[src/conv_ctrl_pkg.sv]
// Shared constants and carrier types for the converter control block
package conv_ctrl_pkg;
  localparam int RESULT_W = 12;
  localparam int FLASH1_W = 6;
  localparam int FLASH2_W = 4;
  localparam int FLASH3_W = 2;
  localparam int CONV_NS = 740;
  localparam int CLK_NS = 10;
  localparam int CONV_CYC = (CONV_NS + CLK_NS - 1) / CLK_NS;
  localparam int STEP_CYC = CONV_CYC / 3;
  localparam int EOC_NS = 60;
  localparam int EOC_CYC = (EOC_NS + CLK_NS - 1) / CLK_NS;
  localparam logic [RESULT_W-1:0] RESULT_RST = 12'h000;
  localparam logic CHAN_FIRST = 1'b0;
  localparam logic CHAN_SECOND = 1'b1;

  typedef struct packed {
    logic sampleHold;
    logic chipSelN;
    logic readN;
    logic channelSelect;
    logic highSpeed;
  } host_ctrl_t;

  // Levels an undriven host presents; the synchroniser resets to these
  localparam host_ctrl_t PINS_IDLE = '{sampleHold: 1'b1, chipSelN: 1'b1, readN: 1'b1,
    channelSelect: CHAN_FIRST, highSpeed: 1'b0};

  typedef struct packed {
    logic [FLASH1_W-1:0] flash1;
    logic [FLASH2_W-1:0] flash2;
    logic [FLASH3_W-1:0] flash3;
  } flash_codes_t;
endpackage

[src/sampling_adc_host_interface.sv]
// Control and host interface of a two-input sampling converter
`timescale 1ns/10ps
module sampling_adc_host_interface
  import conv_ctrl_pkg::*;
#(
  parameter int CONV_CYCLES = CONV_CYC,
  parameter int EOC_CYCLES = EOC_CYC
) (
  // Clock and reset
  input wire logic clk,
  input wire logic sys_rst,
  // Host pins
  input wire host_ctrl_t hostPins,
  // Flash stage results from the analog core
  input wire flash_codes_t flashCodes,
  // Status and data
  output logic convDone,
  output logic resultReadyN,
  output logic [RESULT_W-1:0] dataOut,
  output logic dataOe,
  // Analog core control
  output logic sampleSwitch,
  output logic muxSelect
);
  typedef enum {S_SAMPLE, S_CONVERT, S_DONE} conv_state_t;

  host_ctrl_t pins;
  conv_state_t state_reg;
  logic shPrev_reg;
  logic rdPrev_reg;
  logic [15:0] count_reg;
  logic [RESULT_W-1:0] result_reg;
  logic startConv;
  logic readFall;

  pin_sync #(.W($bits(host_ctrl_t)), .IDLE(PINS_IDLE)) u_sync (
    .clk(clk),
    .sys_rst(sys_rst),
    .pinAsync(hostPins),
    .pinSync(pins)
  );

  function automatic logic [RESULT_W-1:0] combineCodes(input flash_codes_t c);
    combineCodes = {c.flash1, c.flash2, c.flash3};
  endfunction

  // Edge detectors on synchronised strobes; chip select gates both
  always_ff @(posedge clk) begin
    if (sys_rst) begin
      shPrev_reg <= 1'b0;
      rdPrev_reg <= 1'b1;
    end else begin
      shPrev_reg <= pins.sampleHold;
      rdPrev_reg <= pins.readN;
    end
  end
  assign startConv = shPrev_reg && !pins.sampleHold && !pins.chipSelN;
  assign readFall = rdPrev_reg && !pins.readN && !pins.chipSelN;

  // Conversion sequencer
  always_ff @(posedge clk) begin
    if (sys_rst) begin
      state_reg <= S_SAMPLE;
      count_reg <= '0;
    end else begin
      case (state_reg)
        S_SAMPLE: begin
          if (startConv) begin
            state_reg <= S_CONVERT;
            count_reg <= '0;
          end
        end
        S_CONVERT: begin
          if (count_reg == 16'(CONV_CYCLES - 1)) begin
            state_reg <= S_DONE;
            count_reg <= '0;
          end else begin
            count_reg <= count_reg + 16'h0001;
          end
        end
        S_DONE: begin
          // Done pulse lasts a fixed time, then tracking resumes
          if (count_reg == 16'(EOC_CYCLES - 1)) begin
            state_reg <= S_SAMPLE;
          end else begin
            count_reg <= count_reg + 16'h0001;
          end
        end
        default: state_reg <= S_SAMPLE;
      endcase
    end
  end

  // Switch tracks input only while sampling
  always_ff @(posedge clk) begin
    if (sys_rst) begin
      sampleSwitch <= 1'b1;
    end else begin
      sampleSwitch <= (state_reg == S_SAMPLE) && !startConv;
    end
  end

  // Result latch and done flag
  always_ff @(posedge clk) begin
    if (sys_rst) begin
      result_reg <= RESULT_RST;
      convDone <= 1'b0;
    end else begin
      if (state_reg == S_CONVERT && count_reg == 16'(CONV_CYCLES - 1)) begin
        result_reg <= combineCodes(flashCodes);
        convDone <= 1'b1;
      end else if (state_reg == S_DONE && count_reg == 16'(EOC_CYCLES - 1)) begin
        convDone <= 1'b0;
      end
    end
  end

  // Ready flag: completion wins over a simultaneous read
  always_ff @(posedge clk) begin
    if (sys_rst) begin
      resultReadyN <= 1'b1;
    end else if (state_reg == S_CONVERT && count_reg == 16'(CONV_CYCLES - 1)) begin
      resultReadyN <= 1'b0;
    end else if (readFall) begin
      resultReadyN <= 1'b1;
    end
  end

  // Channel taken as done falls, so the next sample sees it
  always_ff @(posedge clk) begin
    if (sys_rst) begin
      muxSelect <= CHAN_FIRST;
    end else if (state_reg == S_DONE && count_reg == 16'(EOC_CYCLES - 1)) begin
      muxSelect <= pins.channelSelect ? CHAN_SECOND : CHAN_FIRST;
    end
  end

  // Bus drive: always in high-speed mode, else during an enabled read
  always_ff @(posedge clk) begin
    if (sys_rst) begin
      dataOut <= RESULT_RST;
      dataOe <= 1'b0;
    end else begin
      dataOut <= result_reg;
      dataOe <= pins.highSpeed || (!pins.readN && !pins.chipSelN);
    end
  end
endmodule

[src/pin_sync.sv]
// Two flip-flop synchroniser for a bundle of pins
`timescale 1ns/10ps
module pin_sync #(
  parameter int W = 5,
  // Reset to idle pin levels, so no false edge follows reset
  parameter logic [W-1:0] IDLE = '0
) (
  // Clock and reset
  input wire logic clk,
  input wire logic sys_rst,
  // Pins
  input wire logic [W-1:0] pinAsync,
  output logic [W-1:0] pinSync
);
  logic [W-1:0] stage1_reg;

  always_ff @(posedge clk) begin
    if (sys_rst) begin
      stage1_reg <= IDLE;
      pinSync <= IDLE;
    end else begin
      stage1_reg <= pinAsync;
      pinSync <= stage1_reg;
    end
  end
endmodule

[config.mk]
export PLATFORM = sky130hd
export DESIGN_NAME = sampling_adc_host_interface
export DESIGN_NICKNAME = d
export VERILOG_FILES = /design/src/conv_ctrl_pkg.sv /design/src/sampling_adc_host_interface.sv /design/src/pin_sync.sv
export SDC_FILE = /design/constraint.sdc
export NUM_CORES = 1
export LEC_CHECK = 0
export BUFFER_PORTS_ARGS = -buffer_cell sky130_fd_sc_hd__buf_4
export CAP_MARGIN = 20
export CORE_UTILIZATION = 62
export CTS_BUF_LIST = sky130_fd_sc_hd__clkbuf_4
export DETAILED_ROUTE_END_ITERATION = 10
export GPL_ROUTABILITY_DRIVEN = 0
export PLACE_DENSITY = 0.86
export SLEW_MARGIN = 20
export SYNTH_ARGS = -nofsm -noshare
export SYNTH_HDL_FRONTEND = slang
export SYNTH_SLANG_ARGS = --single-unit
[constraint.sdc]
create_clock -name clk -period 5.5 [get_ports clk]
set_input_delay 1.1 -clock clk [delete_from_list [all_inputs] [get_ports clk]]
set_output_delay 1.1 -clock clk [all_outputs]
set_load 0.005 [all_outputs]
==> flow_metrics.env, run 1 <==
export IMPL_final_cell_area_mm2=0.00269
export IMPL_die_h_um=63.3
export IMPL_critPathCaptureType="flop"
export IMPL_wl_met1_um=1890
export IMPL_yosysSeqAreaShare_pct=50.7
export IMPL_synth_distinct_cells=40
export IMPL_p_sw_uw=193
export IMPL_drv_cap=0
export IMPL_die_w_um=63.3
export IMPL_synth_top_family_by_area="simple AND/OR/NAND/NOR gates"
export IMPL_hold_end="u_sync.pinSync[3]$_SDFF_PP1_"
export IMPL_routed_wl_um=3950
export IMPL_layout_min_cycle_time_ns=2.58
export IMPL_p_comb_share_pct=9.3
export IMPL_placed_cells=308
export IMPL_r2r_end="count_reg[13]$_SDFFE_PP0P_"
export IMPL_fmax_mhz=388
export IMPL_area_delta_synth_final_pct=15.4
export IMPL_clk_path_buf_depth=2
export IMPL_grt_overflow=0
export IMPL_synth_adder_area_share_pct=2.69
export IMPL_ir_drop_mv=0.205
export IMPL_hold_depth=1
export IMPL_fin_setup_tns_ns=0
export IMPL_final_cell_mix="59 x dfxtp_1, 35 x buf_4, 31 x nor2_1"
export IMPL_ctsHtreeMaxLevel=3
export IMPL_synthXorXnorAreaFrac_pct=3.38
export IMPL_synth_top_flop_cell="dfxtp_1"
export IMPL_cts_repair_resized=0
export IMPL_drt_iter0_drc=99
export IMPL_synth_fp_nets=265
export IMPL_grt_max_degree=47
export IMPL_cts_buffers=9
export IMPL_antenna_found_initial=0
export IMPL_worstMarginPinSlew_ns=0.807
export IMPL_top_layer="met4"
export IMPL_ys_ff_latch=59
export IMPL_outcome="completed"
export IMPL_insertion_delay_ns=0.38
export IMPL_synthMuxAreaShare_pct=6.02
export IMPL_static_leakage_power_nw=1.07
export IMPL_cts_hold_buf=0
export IMPL_fin_cells=324
export IMPL_grt_pass1_vias=1541
export IMPL_worstPathMaxFanout=13
export IMPL_synth_yosys_warnings=0
export IMPL_vias=1736
export IMPL_p_int_uw=558
export IMPL_cts_tree="yes"
export IMPL_dp_hpwl_um=2700
export IMPL_final_layout_size_suffix_gt1_share_pct=24.5
export IMPL_diodes=0
export IMPL_p_per_area_mw_per_mm2=280
export IMPL_yosys_area_share_simple_pct=27.8
export IMPL_largest_reg_flops=16
export IMPL_min_from="u_sync.stage1_reg[3]$_SDFF_PP1_"
export IMPL_crit_required_ns=5.83
export IMPL_clk_pin_slew_ns=0.10
export IMPL_arrival_ns=2.91
export IMPL_syn_avg_cell_area_um2=9.67
export IMPL_layout_nets=297
export IMPL_placed_area_mm2=0.00258
export IMPL_layout_commonest_cell="dfxtp_1"
export IMPL_synth_edff_count=0
export IMPL_switching_share_pct=25.7
export IMPL_route_met3_wl_um=210
export IMPL_first_pass_iters=4
export IMPL_finalHoldViolCount=0
export IMPL_wl_per_cell_um=12.2
export IMPL_skew_ns=0.00837
export IMPL_synthesis_area_mm2=0.00233
export IMPL_postSynthCellCount=241
export IMPL_reg2reg_depth=6
export IMPL_drc_errors=0
export IMPL_grtUsageTotal_pct=21.6
export IMPL_p_seq_share_pct=58.9
export IMPL_r2r_slack_ns=2.92
export IMPL_final_period_utilization_pct=46.9
export IMPL_start_util_pct=67.2
export IMPL_final_max_slew_viol_count=0
export IMPL_fp_coreArea_mm2=0.00347
export IMPL_vias_per_cell=5.36
export IMPL_grt_pass1_wl_um=6530
export IMPL_slew_headroom_pct=46.2
export IMPL_wl_met2_um=1760
export IMPL_post_cts_buffers=0
export IMPL_die_area_mm2=0.00401
export IMPL_crit_type="flop to flop"
export IMPL_fill_cells=260
export IMPL_port_buffers=35
export IMPL_start_kind="flop"
export IMPL_r2r_start="count_reg[0]$_SDFFE_PP0P_"
export IMPL_std_cell_rows=21
export IMPL_rsz0062_at_grt="no"
export IMPL_async_reset_ff_share_pct=0
export IMPL_synth_compound_area_share_pct=5.26
export IMPL_io_pins=36
export IMPL_root_buffer="clkbuf_4"
export IMPL_setup_viol=0
export IMPL_p_clk_share_pct=31.8
export IMPL_postRouteAntennaNets=0
export IMPL_cts_sinks=59
export IMPL_hold_path_class="flop to flop"
-- cell type report --
cell class | count | area, um^2 | share of cell area, %
Tap cell | 46 | 57.6 | 2.14
Multi-Input combinational cell | 161 | 1050 | 39.2
Inverter | 7 | 26.3 | 0.978
Timing Repair Buffer | 35 | 263 | 9.78
Sequential cell | 59 | 1180 | 43.9
Clock inverter | 6 | 32.5 | 1.21
Clock buffer | 10 | 75.1 | 2.79
-- worst max-delay path, stage by stage (launching register included) --
cell,delay [ns]
dfxtp_1,0.40
ha_1,0.17
nor4b_1,0.40
nand4_1,0.57
a21oi_1,0.49
a21oi_2,0.20
o21ba_2,0.31
-- worst max-delay path by stage --
| stage | endpoint | slack (ns) | startpoint |
|---|---|---|---|
| CTS | count_reg[13]$_SDFFE_PP0P_ | 2.98 | u_sync.pinSync[3]$_SDFF_PP1_ |
| floorplan | count_reg[0]$_SDFFE_PP0P_ | 3.43 | sys_rst |
| detailed placement | count_reg[13]$_SDFFE_PP0P_ | 2.94 | sys_rst |
| global route | count_reg[1]$_SDFFE_PP0P_ | 2.69 | count_reg[0]$_SDFFE_PP0P_ |
| global placement | count_reg[13]$_SDFFE_PP0P_ | 2.95 | sys_rst |
| finish | count_reg[13]$_SDFFE_PP0P_ | 2.92 | count_reg[0]$_SDFFE_PP0P_ |
-- Yosys cell counts, types with 2 or more instances --
| master | n | area (um^2) |
|---|---|---|
| o31ai_1 | 2 | 15.0 |
| nor2b_1 | 18 | 113 |
| and3_2 | 2 | 15.0 |
| or4_1 | 2 | 15.0 |
| inv_1 | 7 | 26.3 |
| a21oi_2 | 2 | 17.5 |
| nor4_1 | 4 | 25.0 |
| buf_2 | 2 | 10.0 |
| nor2_1 | 31 | 116 |
| mux2i_1 | 14 | 140 |
| and2_1 | 3 | 18.8 |
| or2_2 | 8 | 50.1 |
| nand4_1 | 14 | 87.6 |
| a21oi_1 | 7 | 35.0 |
| o21bai_1 | 2 | 15.0 |
| xor2_1 | 8 | 70.1 |
| nand3_1 | 10 | 50.1 |
| nand2b_1 | 2 | 12.5 |
| nand2_1 | 9 | 33.8 |
| clkbuf_1 | 9 | 33.8 |
| a211oi_1 | 2 | 15.0 |
| ha_1 | 5 | 62.6 |
| dfxtp_1 | 59 | 1180 |
| nor3_1 | 3 | 15.0 |
-- per-stage QoR --
| step | setup slack, ns | total power [mW] | util, % | hold slack, ns |
|---|---|---|---|---|
| after global routing | 2.69 | 0.790 | 77.5 | 0.446 |
| after floorplan | 3.43 | 0.503 | - | 0.389 |
| after detailed placement | 2.94 | 0.522 | 74.4 | 0.401 |
| final | 2.92 | 0.752 | 77.5 | 0.424 |
| after global placement | 2.95 | 0.520 | 74.4 | 0.395 |
| after CTS | 2.98 | 0.760 | 77.5 | 0.423 |
-- cells by family (layout without fill, tap and decap cells) --
group | count (synthesis) | count (layout)
buf+inv | 21 | 58
xor+xnor | 9 | 9
compound gates | 18 | 18
flops | 59 | 59
simple gates | 115 | 115
fa+ha+maj | 5 | 5
mux | 14 | 14
-- layer usage --
metal	track usage (%)	vias up
met3	4.89	8
met2	32.3	55
met5	0	-
met4	14.2	0
li1	-	891
met1	27.8	782
-- power groups by stage --
| stage | combinational (mW) | sequential (mW) | clock (mW) |
|---|---|---|---|
| 2_1_floorplan | 0.0518 | 0.451 | 0 |
| 3_3_place_gp | 0.0677 | 0.452 | 0 |
| 3_5_place_dp | 0.0695 | 0.453 | 0 |
| 4_1_cts | 0.0700 | 0.443 | 0.248 |
| 5_1_grt | 0.0790 | 0.444 | 0.267 |
| 6_report | 0.0700 | 0.443 | 0.239 |
No activity file was read; power rests on OpenSTA's default activity.
==> run 2, diff against run 1 <==
CORE_UTILIZATION = 52   (was 62)
PLACE_DENSITY = 0.77   (was 0.86)
clock period = 2.35 ns   (was 5.5 ns; I/O delays follow)
==> flow_metrics.env, run 2 (same netlist as run 1, synthesis figures left out) <==
export IMPL_drt_iter0_drc=103
export IMPL_placed_cells=322
export IMPL_post_cts_buffers=0
export IMPL_vias_per_cell=5.23
export IMPL_std_cell_rows=23
export IMPL_grt_pass1_wl_um=6920
export IMPL_p_per_area_mw_per_mm2=690
export IMPL_r2r_start="state_reg[0]$_SDFFE_PP0P_"
export IMPL_drv_cap=0
export IMPL_critical_path_depth=7
export IMPL_seqCellArea_mm2=0.00118
export IMPL_rsz0062_at_grt="no"
export IMPL_slowest_stage="or4_4"
export IMPL_path_buf_inv=1
export IMPL_largest_reg_flops=16
export IMPL_reg2reg_depth=7
export IMPL_ir_drop_mv=0.515
export IMPL_drc_errors=0
export IMPL_crit_required_ns=2.69
export IMPL_r2r_slack_ns=0.26
export IMPL_crit_path_max_incr_delay_ns=0.55
export IMPL_final_max_slew_viol_count=0
export IMPL_finalHoldViolCount=0
export IMPL_r2r_end="count_reg[15]$_SDFFE_PP0P_"
export IMPL_fmax_mhz=479
export IMPL_diodes=0
export IMPL_layout_commonest_cell="dfxtp_1"
export IMPL_fin_util_pct=68.3
export IMPL_routed_wl_um=4400
export IMPL_fin_setup_tns_ns=0
export IMPL_postRouteAntennaNets=0
export IMPL_hold_path_class="input pin to flop"
export IMPL_io_pins=36
export IMPL_fp_coreArea_mm2=0.00414
export IMPL_layout_min_cycle_time_ns=2.09
export IMPL_die_h_um=68.9
export IMPL_first_pass_iters=5
export IMPL_grtUsageTotal_pct=20.8
export IMPL_crit_end="count_reg[15]$_SDFFE_PP0P_"
export IMPL_layout_nets=307
export IMPL_worstMarginPinSlew_ns=0.566
export IMPL_placed_area_mm2=0.00267
export IMPL_grt_max_degree=33
export IMPL_die_area_mm2=0.00475
export IMPL_final_layout_size_suffix_gt1_share_pct=28.1
export IMPL_critPathCaptureType="flop"
export IMPL_cts_hold_buf=0
export IMPL_outcome="completed"
export IMPL_fill_cells=330
export IMPL_skew_ns=0.0110
export IMPL_dp_hpwl_um=2960
export IMPL_setup_viol=0
export IMPL_multiInputGateArea_mm2=0.00107
export IMPL_insertion_delay_ns=0.39
export IMPL_arrival_ns=2.43
export IMPL_slew_headroom_pct=62.2
export IMPL_crit_type="flop to flop"
export IMPL_clk_path_buf_depth=2
export IMPL_vias=1769
export IMPL_crit_chain="inv_1 > ha_1 > and4bb_2 > nand4_1 > nand2_1 > or4_4 > a21oi_2"
export IMPL_fin_cells=338
export IMPL_wl_per_cell_um=13.0
export IMPL_clk_pin_slew_ns=0.11
export IMPL_cts_tree="yes"
export IMPL_final_period_utilization_pct=88.8
export IMPL_power_mw=1.95
export IMPL_port_buffers=35
export IMPL_die_w_um=68.9
export IMPL_grt_pass1_vias=1533
export IMPL_worstPathMaxFanout=6
export IMPL_area_delta_synth_final_pct=21.5
export IMPL_static_leakage_power_nw=1.15
export IMPL_cts_repair_resized=0
export IMPL_final_cell_area_mm2=0.00283
export IMPL_root_buffer="clkbuf_4"
export IMPL_cts_sinks=59
export IMPL_cts_buffers=9
export IMPL_start_util_pct=56.2
export IMPL_crit_family="simple AND/OR/NAND/NOR gates"
export IMPL_antenna_found_initial=0
export IMPL_ctsHtreeMaxLevel=3
export IMPL_critPathLaunch="state_reg[0]$_SDFFE_PP0P_"
export IMPL_hold_depth=2
export IMPL_start_kind="flop"
export IMPL_final_cell_mix="59 x dfxtp_1, 44 x buf_4, 31 x nor2_1"
export IMPL_grt_overflow=0
==> run 2: worst min path at each step <==
stage                                                from                         endpoint  slack [ns]
after global placement    u_sync.stage1_reg[2]$_SDFF_PP1_     u_sync.pinSync[2]$_SDFF_PP1_        0.39
after detailed placement  u_sync.stage1_reg[3]$_SDFF_PP1_     u_sync.pinSync[3]$_SDFF_PP1_        0.40
after CTS                                     hostPins[2]  u_sync.stage1_reg[2]$_SDFF_PP1_        0.23
after global routing                          hostPins[2]  u_sync.stage1_reg[2]$_SDFF_PP1_        0.22
final                                         hostPins[2]  u_sync.stage1_reg[2]$_SDFF_PP1_        0.25
after floorplan           u_sync.stage1_reg[2]$_SDFF_PP1_     u_sync.pinSync[2]$_SDFF_PP1_        0.39
==> run 2: final cells by class <==
cell class	instances	area share [%]
inverter	7	0.928
clock buffer	9	2.39
tap	50	2.21
clock inverter	7	2.74
multi-input combinational	161	37.6
timing repair buffer	45	12.4
sequential	59	41.7
==> run 2: per-stage QoR <==
| step | hold WS (ns) | setup WS [ns] |
|---|---|---|
| after floorplan | 0.389 | 0.401 |
| after global placement | 0.394 | 0.190 |
| after detailed placement | 0.395 | 0.0396 |
| after CTS | 0.228 | 0.0182 |
| after global routing | 0.217 | 0.0934 |
| final | 0.254 | 0.263 |
==> run 2: power breakdown <==
part           leakage [nW]  internal [mW]  switching [mW]
clock                0.0765          0.331           0.398
sequential            0.478           1.02          0.0147
combinational         0.592         0.0818           0.106
total                  1.15           1.44           0.519
==> run 2: metal layers <==
| layer | GRT usage (%) | share of wire, % | vias up |
|---|---|---|---|
| met5 | 0 | 0 | - |
| met4 | 9.18 | 0.82 | 0 |
| met3 | 8.88 | 6.5 | 5 |
| met2 | 29.9 | 45 | 47 |
| met1 | 26.8 | 47 | 806 |
| li1 | - | - | 911 |
==> run 3, diff against run 2 <==
==> constraint.sdc (replaced) <==
create_clock -name clk -period 2.35 [get_ports clk]
set_input_delay 0.235 -clock clk [delete_from_list [all_inputs] [get_ports clk]]
set_output_delay 0.235 -clock clk [all_outputs]
set_load 0.005 [all_outputs]
==> flow_metrics.env, run 3 (same netlist as run 1, synthesis figures left out) <==
export IMPL_post_cts_buffers=0
export IMPL_final_cell_mix="59 x dfxtp_1, 44 x buf_4, 31 x nor2_1"
export IMPL_drc_errors=0
export IMPL_worstMarginPinSlew_ns=0.548
export IMPL_crit_type="flop to flop"
export IMPL_hold_path_class="input pin to flop"
export IMPL_clk_path_buf_depth=2
export IMPL_grt_overflow=0
export IMPL_dp_hpwl_um=2960
export IMPL_path_buf_inv=1
export IMPL_first_pass_iters=4
export IMPL_drt_iter0_drc=111
export IMPL_hold_end="u_sync.stage1_reg[0]$_SDFF_PP0_"
export IMPL_fin_setup_tns_ns=0
export IMPL_critPathCaptureType="flop"
export IMPL_insertion_delay_ns=0.39
export IMPL_min_from="hostPins[0]"
export IMPL_grt_pass1_wl_um=6980
export IMPL_clk_pin_slew_ns=0.12
export IMPL_std_cell_rows=23
export IMPL_grt_pass1_vias=1541
export IMPL_crit_chain="inv_1 > ha_1 > and4bb_2 > nand4_1 > nand2_1 > or4_4 > a21oi_2"
export IMPL_finalHoldViolCount=0
export IMPL_ctsHtreeMaxLevel=3
export IMPL_crit_family="simple AND/OR/NAND/NOR gates"
export IMPL_layout_min_cycle_time_ns=2.09
export IMPL_setup_viol=0
export IMPL_final_period_utilization_pct=88.8
export IMPL_grt_max_degree=33
export IMPL_drv_cap=0
export IMPL_arrival_ns=2.43
export IMPL_crit_path_max_incr_delay_ns=0.55
export IMPL_root_buffer="clkbuf_4"
export IMPL_skew_ns=0.0130
export IMPL_r2r_start="state_reg[0]$_SDFFE_PP0P_"
export IMPL_r2r_slack_ns=0.26
export IMPL_slowest_stage="or4_4"
export IMPL_grtUsageTotal_pct=21.0
export IMPL_fp_coreArea_mm2=0.00414
export IMPL_cts_tree="yes"
export IMPL_fmax_mhz=479
export IMPL_final_max_slew_viol_count=0
export IMPL_vias_per_cell=5.20
export IMPL_fill_cells=321
export IMPL_power_mw=1.96
export IMPL_p_per_area_mw_per_mm2=684
export IMPL_layout_commonest_cell="dfxtp_1"
export IMPL_slew_headroom_pct=63.4
export IMPL_layout_nets=310
export IMPL_cts_buffers=9
export IMPL_rsz0062_at_grt="no"
export IMPL_die_w_um=68.9
export IMPL_worstPathMaxFanout=6
export IMPL_reg2reg_depth=7
export IMPL_die_h_um=68.9
export IMPL_routed_wl_um=4420
export IMPL_start_util_pct=56.2
export IMPL_r2r_end="count_reg[15]$_SDFFE_PP0P_"
export IMPL_crit_required_ns=2.69
export IMPL_static_leakage_power_nw=1.16
export IMPL_port_buffers=35
export IMPL_cts_sinks=59
export IMPL_ir_drop_mv=0.513
export IMPL_diodes=0
export IMPL_wl_per_cell_um=13.0
export IMPL_final_layout_size_suffix_gt1_share_pct=27.8
export IMPL_io_pins=36
export IMPL_antenna_found_initial=0
export IMPL_outcome="completed"
export IMPL_die_area_mm2=0.00475
export IMPL_hold_depth=2
export IMPL_area_delta_synth_final_pct=22.8
export IMPL_vias=1773
export IMPL_largest_reg_flops=16
export IMPL_postRouteAntennaNets=0
export IMPL_start_kind="flop"
run 3: changes by cell type in the layout (fill, tap and decap cells not counted), sizes merged:
cell | before | now
dlygate4sd3 | 0 | 3
run 3: final cells by class:
type / instances / area [um^2] / share of cell area [%]
multi-input cells: 161 / 1070 / 37.3
repair buffers: 48 / 380 / 13.3
inverters: 7 / 26.3 / 0.918
clock buffers: 9 / 67.6 / 2.36
clock inverters: 7 / 77.6 / 2.71
flip-flops and latches: 59 / 1180 / 41.3
well taps: 50 / 62.6 / 2.19
run 3: worst max-delay path by stage:
| stage | startpoint | endpoint | slack (ns) | cells past startpoint |
|---|---|---|---|---|
| after floorplan | count_reg[0]$_SDFFE_PP0P_ | result_reg[10]$_SDFFE_PP0P_ | 0.40 | 8 |
| after global placement | count_reg[0]$_SDFFE_PP0P_ | count_reg[13]$_SDFFE_PP0P_ | 0.19 | 6 |
| after detailed placement | count_reg[0]$_SDFFE_PP0P_ | count_reg[13]$_SDFFE_PP0P_ | 0.04 | 6 |
| after CTS | count_reg[0]$_SDFFE_PP0P_ | count_reg[13]$_SDFFE_PP0P_ | 0.02 | 6 |
| after global routing | count_reg[5]$_SDFFE_PP0P_ | count_reg[13]$_SDFFE_PP0P_ | 0.09 | 5 |
| final | state_reg[0]$_SDFFE_PP0P_ | count_reg[15]$_SDFFE_PP0P_ | 0.26 | 7 |
run 3: routing by layer:
metal	routed length [um]	track usage [%]	vias up
met2	2030	30.3	47
li1	-	-	914
met5	0	0	-
met4	27	9.18	0
met1	2080	27.1	810
met3	276	8.88	2
run 3: power by group:
part           leakage, nW  internal (mW)  switching (mW)
sequential           0.478           1.02          0.0147
clock               0.0765          0.331           0.398
combinational        0.605         0.0851           0.107
total                 1.16           1.44           0.520
run 3: worst register-to-register path: cells and delay by family (launching register included):
kind            cells  cell delay [ns]
simple gates        4             1.19
flops               1             0.38
fa+ha+maj           1             0.25
compound gates      1             0.14
buf+inv             1             0.08
run 3: timing repair:
action / CTS / global route
endpoints found under the hold margin: 2 / 1
setup endpoints to repair: 0 / 13
gates resized for setup: 0 / 2
hold buffers: 2 / 1
run 3: through the flow:
step                utilization [%]  cell area (um^2)  setup slack, ns  hold slack (ns)  instances
finish                         69.1              2860            0.264           0.0461        341
global route                   69.1              2860           0.0934           0.0222        341
CTS                            68.5              2840           0.0182          0.00748        340
detailed placement             64.5              2670           0.0396            0.395        322
global placement               64.5              2670            0.190            0.394        322
floorplan                         -              2330            0.401            0.339        241
